<file path="config.mk">
export PLATFORM = sky130hd
export DESIGN_NAME = iocld_decoder
export DESIGN_NICKNAME = d
export VERILOG_FILES = /design/src/verilog/iocld_pkg.sv /design/src/verilog/iocld_decoder.sv
export SDC_FILE = /design/constraint.sdc
export NUM_CORES = 1
export LEC_CHECK = 0
export BUFFER_PORTS_ARGS = -buffer_cell sky130_fd_sc_hd__buf_2
export CAP_MARGIN = 20
export CORE_MARGIN = 3
export CORE_UTILIZATION = 35
export DETAILED_ROUTE_END_ITERATION = 12
export PLACE_DENSITY = 0.69
export REMOVE_ABC_BUFFERS = 1
export SLEW_MARGIN = 15
export SYNTH_ARGS = -nofsm -noshare
export SYNTH_HDL_FRONTEND = slang
export SYNTH_SLANG_ARGS = --single-unit
</file>
<file path="constraint.sdc">
create_clock -name core_clk -period 1.7 [get_ports core_clk]
set_input_delay 0 -clock core_clk [delete_from_list [all_inputs] [get_ports core_clk]]
set_output_delay 0 -clock core_clk [all_outputs]
set_load 0.005 [all_outputs]
</file>
<file path="src/verilog/iocld_pkg.sv">
package iocld_pkg;

  localparam int unsigned ADDR_W = 16;

  typedef logic [ADDR_W-1:0] iocld_addr_t;

  // Inclusive address window
  typedef struct packed {
    iocld_addr_t lo;
    iocld_addr_t hi;
  } iocld_range_s;

  // Host I/O request as it enters the decoder
  typedef struct packed {
    logic        valid;
    logic        write;
    iocld_addr_t addr;
    logic [7:0]  data;
  } iocld_req_s;

  typedef enum logic [1:0] {
    IOCLD_TGT_NONE = 2'b00,
    IOCLD_TGT_LPC  = 2'b01,
    IOCLD_TGT_PCIE = 2'b10
  } iocld_tgt_e;

  // Routed cycle as it leaves the decoder
  typedef struct packed {
    logic        valid;
    iocld_tgt_e  target;
    logic        write;
    iocld_addr_t addr;
    logic [7:0]  data;
    logic        onmod;
    logic        pnp;
  } iocld_route_s;

  localparam int unsigned N_RANGES = 26;

  localparam iocld_range_s LPC_RANGES [N_RANGES] = '{
    '{16'h002E, 16'h002F}, '{16'h004E, 16'h004F},
    '{16'h0060, 16'h0060}, '{16'h0064, 16'h0064},
    '{16'h0220, 16'h0227}, '{16'h0228, 16'h022F},
    '{16'h0230, 16'h0233}, '{16'h0238, 16'h023F},
    '{16'h0240, 16'h0253}, '{16'h0260, 16'h0273},
    '{16'h0278, 16'h027F}, '{16'h0280, 16'h0293},
    '{16'h02E8, 16'h02EF}, '{16'h02F8, 16'h02FF},
    '{16'h0338, 16'h033F}, '{16'h0378, 16'h037F},
    '{16'h03BC, 16'h03BF}, '{16'h03E8, 16'h03EF},
    '{16'h03F8, 16'h03FF}, '{16'h0678, 16'h067F},
    '{16'h0778, 16'h077F}, '{16'h07BC, 16'h07BF},
    '{16'h0A00, 16'h0BFF}, '{16'h0E00, 16'h0FFF},
    '{16'h0000, 16'h0000}, '{16'h0000, 16'h0000}
  };

  // Last two entries are unused padding; only this many are live
  localparam int unsigned N_LIVE = 24;

  localparam iocld_range_s ONMOD_RANGE = '{16'h0E38, 16'h0EBF};
  localparam iocld_addr_t  PNP_TOP     = 16'hFFF0;

endpackage : iocld_pkg

</file>
<file path="src/verilog/iocld_decoder.sv">
// Contract
// - Any I/O cycle no listed range claims goes to the PCI Express side.
// - Forward 2Eh-2Fh, 4Eh-4Fh, 60h and 64h to LPC.
// - Forward 220h-227h, 228h-22Fh, 230h-233h to LPC, bounds inclusive.
// - Forward 238h-23Fh, 240h-253h, 260h-273h to LPC, bounds inclusive.
// - Forward 278h-27Fh, 280h-293h, 2E8h-2EFh to LPC, bounds inclusive.
// - Forward 2F8h-2FFh, 338h-33Fh, 378h-37Fh to LPC, bounds inclusive.
// - Forward 3BCh-3BFh, 3E8h-3EFh, 3F8h-3FFh to LPC, bounds inclusive.
// - Forward 678h-67Fh, 778h-77Fh, 7BCh-7BFh to LPC, bounds inclusive.
// - Forward wide windows A00h-BFFh and E00h-FFFh to LPC.
// - E38h-EBFh is always held by on-module LPC devices.
`timescale 1ns/1ns

module iocld_decoder (
  input  wire logic                   core_clk,
  input  wire logic                   rst,
  input  wire iocld_pkg::iocld_req_s  req,
  output logic                        req_ready,
  output iocld_pkg::iocld_route_s     route_q
);

  // One register stage: the whole decision is made from the address as
  // presented, so a cycle is never split across two lookups.
  // The cost is one cycle of latency on every routed cycle,
  // LPC and PCI Express alike.

  // Window groups as they stand in the shared range table, one per rule;
  // keep these in step with the table order
  localparam int unsigned N_GRP = 8;
  localparam int unsigned GRP_FIRST [N_GRP] = '{0, 4, 7, 10, 13, 16, 19, 22};
  localparam int unsigned GRP_LAST  [N_GRP] = '{3, 6, 9, 12, 15, 18, 21, 23};

  // Both bounds inclusive, so single ports are windows with lo equal to hi
  function automatic logic in_range(
    input iocld_pkg::iocld_addr_t  a,
    input iocld_pkg::iocld_range_s r
  );
    logic lo_ok;
    logic hi_ok;
    lo_ok    = (a >= r.lo);
    hi_ok    = (a <= r.hi);
    in_range = lo_ok && hi_ok;
  endfunction : in_range

  // Selects the table entries that belong to one rule group
  function automatic logic [iocld_pkg::N_LIVE-1:0] grp_mask(
    input int unsigned g
  );
    grp_mask = '0;
    for (int unsigned i = 0; i < iocld_pkg::N_LIVE; i++)
    begin
      if ((i >= GRP_FIRST[g]) && (i <= GRP_LAST[g]))
      begin
        grp_mask[i] = 1'b1;
      end
    end
  endfunction : grp_mask

  logic [iocld_pkg::N_LIVE-1:0] hit;
  logic [N_GRP-1:0]             grp_hit;

  logic                         rl2_hit;
  logic                         rl3_hit;
  logic                         rl4_hit;
  logic                         rl5_hit;
  logic                         rl6_hit;
  logic                         rl7_hit;
  logic                         rl8_hit;
  logic                         rl9_hit;

  logic                         lpc_hit;
  logic                         onmod_hit;
  logic                         below_top;
  logic                         pnp_hit;
  iocld_pkg::iocld_tgt_e        target_d;
  iocld_pkg::iocld_route_s      route_d;

  // Registered copy of each field, one flop group per concern
  logic                         valid_q;
  iocld_pkg::iocld_tgt_e        target_q;
  logic                         write_q;
  iocld_pkg::iocld_addr_t       addr_q;
  logic [7:0]                   data_q;
  logic                         onmod_q;
  logic                         pnp_q;

  // Every listed window is compared in parallel on the full address;
  // no window depends on the result of another
  generate
    for (genvar i = 0; i < iocld_pkg::N_LIVE; i++)
    begin : g_win
      assign hit[i] = in_range(req.addr, iocld_pkg::LPC_RANGES[i]);
    end
  endgenerate

  // Reduce the window hits to one flag per rule group;
  // the padding entries of the table are never masked in
  generate
    for (genvar g = 0; g < N_GRP; g++)
    begin : g_grp
      assign grp_hit[g] = |(hit & grp_mask(g));
    end
  endgenerate

  // Super I/O configuration, keyboard and mouse ports
  assign rl2_hit = grp_hit[0];

  // Windows from 220h to 233h
  assign rl3_hit = grp_hit[1];

  // Windows from 238h to 273h
  assign rl4_hit = grp_hit[2];

  // Windows from 278h to 2EFh
  assign rl5_hit = grp_hit[3];

  // Windows from 2F8h to 37Fh
  assign rl6_hit = grp_hit[4];

  // Windows from 3BCh to 3FFh
  assign rl7_hit = grp_hit[5];

  // Windows from 678h to 7BFh
  assign rl8_hit = grp_hit[6];

  // Wide windows at A00h and E00h
  assign rl9_hit = grp_hit[7];

  // Any positive claim sends the cycle to LPC;
  // the groups overlap nowhere, so their order is of no account
  assign lpc_hit = rl2_hit | rl3_hit | rl4_hit | rl5_hit |
                   rl6_hit | rl7_hit | rl8_hit | rl9_hit;

  // Lies inside the E00h-FFFh window, so it always reaches LPC;
  // it is also forced there below, should that window ever shrink
  assign onmod_hit = in_range(req.addr, iocld_pkg::ONMOD_RANGE);

  // Flag only: the decoder cannot police allocation, it marks the region
  // Addresses above the allocation top are left unflagged
  assign below_top = (req.addr <= iocld_pkg::PNP_TOP);
  assign pnp_hit   = below_top && !lpc_hit;

  // Any LPC claim wins over the subtractive default in the same cycle;
  // an idle input routes nowhere
  always_comb
  begin
    if (!req.valid)
    begin
      target_d = iocld_pkg::IOCLD_TGT_NONE;
    end
    else if (lpc_hit || onmod_hit)
    begin
      target_d = iocld_pkg::IOCLD_TGT_LPC;
    end
    else
    begin
      target_d = iocld_pkg::IOCLD_TGT_PCIE;
    end
  end

  // Next value of the routed cycle;
  // the address and payload pass untouched
  always_comb
  begin
    route_d        = '0;
    route_d.valid  = req.valid;
    route_d.target = target_d;
    route_d.write  = req.write;
    route_d.addr   = req.addr;
    route_d.data   = req.data;
    route_d.onmod  = onmod_hit;
    route_d.pnp    = pnp_hit;
  end

  // Valid follows the request every cycle;
  // the decoder never stalls, so nothing is held back
  always_ff @(posedge core_clk)
  begin
    if (rst)
    begin
      valid_q <= 1'b0;
    end
    else
    begin
      valid_q <= route_d.valid;
    end
  end

  // Target is cleared in reset so no far side sees a stray claim
  // while the host interface is still settling
  always_ff @(posedge core_clk)
  begin
    if (rst)
    begin
      target_q <= iocld_pkg::IOCLD_TGT_NONE;
    end
    else
    begin
      target_q <= route_d.target;
    end
  end

  // Direction of the cycle;
  // meaningful only while valid is high
  always_ff @(posedge core_clk)
  begin
    if (rst)
    begin
      write_q <= 1'b0;
    end
    else
    begin
      write_q <= route_d.write;
    end
  end

  // Full address is passed on;
  // the far side decodes its own port within the window
  always_ff @(posedge core_clk)
  begin
    if (rst)
    begin
      addr_q <= '0;
    end
    else
    begin
      addr_q <= route_d.addr;
    end
  end

  // Write payload travels with the cycle;
  // read data returns on a path outside this block
  always_ff @(posedge core_clk)
  begin
    if (rst)
    begin
      data_q <= '0;
    end
    else
    begin
      data_q <= route_d.data;
    end
  end

  // Marks the span held by the on-module devices;
  // carrier-side devices must not be placed there
  always_ff @(posedge core_clk)
  begin
    if (rst)
    begin
      onmod_q <= 1'b0;
    end
    else
    begin
      onmod_q <= route_d.onmod;
    end
  end

  // Informational only;
  // allocation itself is done by the host, not here
  always_ff @(posedge core_clk)
  begin
    if (rst)
    begin
      pnp_q <= 1'b0;
    end
    else
    begin
      pnp_q <= route_d.pnp;
    end
  end

  // Decoder never stalls; ready only drops in reset
  // and rises at the first edge after it
  always_ff @(posedge core_clk)
  begin
    if (rst)
    begin
      req_ready <= 1'b0;
    end
    else
    begin
      req_ready <= 1'b1;
    end
  end

  // Output is the flop group itself; nothing combinational follows it
  assign route_q = '{
    valid:  valid_q,
    target: target_q,
    write:  write_q,
    addr:   addr_q,
    data:   data_q,
    onmod:  onmod_q,
    pnp:    pnp_q
  };

endmodule : iocld_decoder

</file>
# Word-level counts from Yosys, hierarchy flattened

Cells that the tools add are included.
Widths: inputs -> output; s select.

Flip-flop bits (word level): 31
Bits of input ports: 28

Magnitude comparators: 51
Muxes and demuxes: 2
Bitwise operators: 8
Reduce and logical (&&, ||, !) cells: 37

Operators by type and width:

| kind                 | number |
|---|---|
| $ge 16x10->1 const B | 15 |
| $le 16x10->1 const B | 15 |
| $ge 16x11->1 const B | 3 |
| $ge 16x12->1 const B | 3 |
| $ge 16x7->1 const B  | 3 |
| $le 16x11->1 const B | 3 |
| $le 16x12->1 const B | 3 |
| $le 16x7->1 const B  | 3 |
| $logic_and 1x1->1    | 26 |
| $reduce_or 3->1      | 6 |
| $ge 16x6->1 const B  | 1 |
| $le 16x16->1 const B | 1 |
| $le 16x6->1 const B  | 1 |
| $or 1x1->1           | 7 |
| $reduce_or 2->1      | 2 |
| $reduce_or 4->1      | 1 |
| $mux 2               | 1 |
| $logic_not 1->1      | 1 |
| $logic_or 1x1->1     | 1 |
| $mux 1               | 1 |
| $not 1->1            | 1 |

# Longest topological paths before layout

Depth in word-level cells: 12
Depth in mapped cells: 7
Gate-level depth less buffers: 5

# Worst setup path before layout

No wires, ideal clock.

Path kind: in2reg
From: input port req[14] (netlist name)
To: register target_q[0]
Setup time: 123 ps
Arrival: 1084 ps
Setup slack: 494 ps
Stages on the path: 7
Path through: clkbuf_2 clkbuf_1 nor2_1 nand3_1 a31o_2 a31oi_1 a311o_2

Word-level cells in the longest chain between the ends: 12
Elaborated cells between the ends (all ways): 92
Those cells by class: order compare (50); mux (1); bitwise (7); reduce/logical (34)

RTL lines:

| element                                                   | line                 | source |
|---|---|---|
| from (decl)                                               | iocld_decoder.sv:17  | `input wire iocld_pkg::iocld_req_s req,` |
| $ge 16x6->1 (tied with other cells)                       | iocld_decoder.sv:40  | `lo_ok = (a >= r.lo);` |
| $logic_and 1x1->1                                         | iocld_decoder.sv:42  | `in_range = lo_ok && hi_ok;` |
| $reduce_or 4->1 / $reduce_or 3->1 (equally long branches) | iocld_decoder.sv:101 | `assign grp_hit[g] = \|(hit & grp_mask(g));` |
| $or 1x1->1 (4 in series)                                  | iocld_decoder.sv:131 | `assign lpc_hit = rl2_hit \| rl3_hit \| rl4_hit \| rl5_hit \|` |
| $or 1x1->1 (3 in series)                                  | iocld_decoder.sv:132 | `rl6_hit \| rl7_hit \| rl8_hit \| rl9_hit;` |
| $logic_or 1x1->1 *                                        | iocld_decoder.sv:151 | `else if (lpc_hit \|\| onmod_hit)` |
| $mux 2 *                                                  | iocld_decoder.sv:151 |  |
| to (signal assigned)                                      | iocld_decoder.sv:195 | `target_q <= iocld_pkg::IOCLD_TGT_NONE;` |
| to (signal assigned)                                      | iocld_decoder.sv:199 | `target_q <= route_d.target;` |
| to (decl)                                                 | iocld_decoder.sv:80  | `iocld_pkg::iocld_tgt_e target_q;` |

Mark *: on every way between the ends. The rest lies on a longest branch, timed or not.
A chain may end at the register's enable or synchronous reset.

# Worst setup path after layout

From: input port req[22] (netlist name)
To: register target_q[0]

The elaborated chain is that of the path after synthesis.

==> flow_metrics.tcl <==
set metrics [dict create \
    leakage_uw 0.0008262 \
    fmax_mhz 643.4 \
    dr_total_vias 1203 \
    syn_to_final_growth_pct 46.93 \
    crit_buf_inv 2 \
    core_um2 3203 \
    busiest_layer "met2" \
    grt_pass1_wl_um 5395 \
    relSlewSlack_pct 75.07 \
    fin_crit_sh_pct 91.42 \
    portBuffers 58 \
    ys_types 33 \
    synth_top_family_by_area "simple AND/OR/NAND/NOR gates" \
    synth.ff_latch_count 31 \
    synthCells 128 \
    dp_hpwl_um 2228 \
    powerDensity_nw_per_um2 781.4 \
    synth_most_common_cell "dfxtp_1" \
    tns_ns 0 \
    io-pin-count 59 \
    finalMaxSlewViolations 0 \
    slowest_delay_ns 0.53 \
    synth_top_area_cell "dfxtp_1" \
    crit_required_ns 1.97 \
    critPathArrivalTime_ns 1.83 \
    cts_tree "done" \
    clkPwrFrac_pct 29.9 \
    fp.dieH_um 65.13 \
    status "finished clean" \
    synth_mux_area_share_pct 0 \
    clockBufferDepth 2 \
    min_path_type "in -> reg" \
    swShare_pct 24.06 \
    crit_path_end_kind "flop" \
    worst_slew_pin_slew_ns 0.3645 \
    path_class "in -> reg" \
    ys_seq_area_share_pct 50.72 \
    final-instance-count-excl-fill 249 \
    max_cap_viol_count 0 \
    cp_max_fo 3 \
    final_core_util_pct 56.13 \
    async_flop_share_pct 0 \
    seqPwrFrac_pct 54.9 \
    drc 0 \
    clkTransAtPathRegs_ns 0.09 \
    synth_compound_area_share_pct 8.384 \
    synth_edf_count 0 \
    grt_pass1_vias 1181 \
    cts_buffers 5 \
    rows 20 \
    p_switching_uw 338.0 \
    wl_per_cell_um 12.96 \
    post_cts_buffers 0 \
    cts-root-buf "clkbuf_4" \
    rsz0062_at_grt "no" \
    gp_congestion 0.8570 \
    syn_avg_cell_area_um2 9.560 \
    power_uw 1405 \
    use_met1_pct 18.72 \
    overflow 0 \
    avgViaCountPerCell 4.831 \
    synth-simple-area-share_pct 33.13 \
    antenna_left 0 \
    critical_path.top_delay_family "simple AND/OR/NAND/NOR gates" \
    hold_viol 0 \
    die_area_um2 4242 \
    drt_wl_total_um 3227 \
    start_util_pct 38.20 \
    netlist_area_um2 1224 \
    dr.first_iter.drc_count 44 \
    synth_area_leaders "dfxtp_1, nor2b_1, nand4_1" \
    peakVddDrop_mv 0.3778 \
    intPower_uw 1067 \
    diodes 0 \
    hold_slack_ns 0.02560 \
    synth_fa_ha_area_share_pct 0 \
    htreeDepth 2 \
    synth_top_area_share_pct 50.72 \
    track_usage_pct 16.67 \
    fin_crit_ns 1.554 \
    startpoint_type "primary input" \
    antenna_found_initial 0 \
    first_pass_iters 4 \
    yosys_warnings 0 \
    p_comb_share_pct 15.3 \
    dieWidth_um 65.13 \
    grt_max_degree 26 \
    setup_viol 0 \
    grt_use_met2_pct 28.99 \
    post_route_cells_drive_above_1_share_pct 34.63 \
    path_cells "dlygate4sd3_1, buf_2, nor4_4, nand3_2, or3b_1, a31oi_1, a311o_2" \
    cts_sinks 31 \
    dpl.cell_count 220 \
    synthXorXnorAreaFrac_pct 0.7157 \
    cp_slowest_cell "dlygate4sd3_1" \
    synth_flop_cell "dfxtp_1" \
    grt_util_met3_pct 4.786 \
    nNetsFinal 233 \
    netlist_top_cells_count "dfxtp_1, nor2b_1, nand4_1, nor2_1, nand3_1" \
]
## final timing paths
kind	startpoint	end	slack, ns	cells after the start
worst min-delay path	req[16]	addr_q[8]$_SDFF_PP0_	0.03	2
worst max-delay path	req[22]	target_q[0]$_SDFF_PP0_	0.15	7
## layout make-up
type,count,area [µm²]
clock inverter,1,5.005
sequential,31,620.6
fill,314,1405
clock buffer,6,51.30
tap,44,55.05
multi-input combinational,80,521.8
inverter,5,18.77
timing repair buffer,82,525.5
## per-stage QoR
| stage | setup WS, ns | area [µm²] |
|---|---|---|
| 4_1_cts | 0.09763 | 1793 |
| 3_5_place_dp | 0.2820 | 1516 |
| 2_1_floorplan | 0.4988 | 1156 |
| 5_1_grt | 0.01668 | 1798 |
| 3_3_place_gp | 0.3507 | 1516 |
| 6_report | 0.1458 | 1798 |
## per-layer routing
metal  vias to the layer above  wire, µm
met3                         5       304
met1                       545      1307
met4                         0        45
li1                        594         -
met2                        59      1569
met5                         -         0
## layout by cell type (no fill, tap or decap), drive strengths merged, types with 2 or more instances in the layout
master       count
dfxtp           31
nand3            6
dlygate4sd3     22
o21ai            2
nor3             5
clkbuf           6
nor4             4
nor2b           27
nor2             7
nand2            2
inv              5
nand3b           2
buf             60
a31oi            2
nand4            7
## registers in the layout (all words and copies together) (netlist names)
name and flops:
onmod_q 1, write_q 1, pnp_q 1, addr_q 16
data_q 8, valid_q 1, req_ready 1, target_q 2
## power by group through the flow
stage	clock network (µW)	logic [µW]	registers, µW
5_1_grt	471	238	776
6_report	420	214	771
3_5_place_dp	0	174	788
3_3_place_gp	0	171	787
2_1_floorplan	0	50.9	794
4_1_cts	435	214	771
## cells by family after synthesis
kind of cell              Yosys count
DFF                                31
AOI/OAI and AO/OA                  13
and+or+nand+nor                    66
buffers and inverters              17
xor gates and xnor gates            1
## timing repair
| item | CTS | global route |
|---|---|---|
| hold buffers | 22 | 0 |
| endpoints found under the hold margin | 24 | 0 |
| endpoints found under the setup margin | 0 | 1 |
| gates resized for setup | 0 | 1 |
Power figures use the tool's default switching activity.
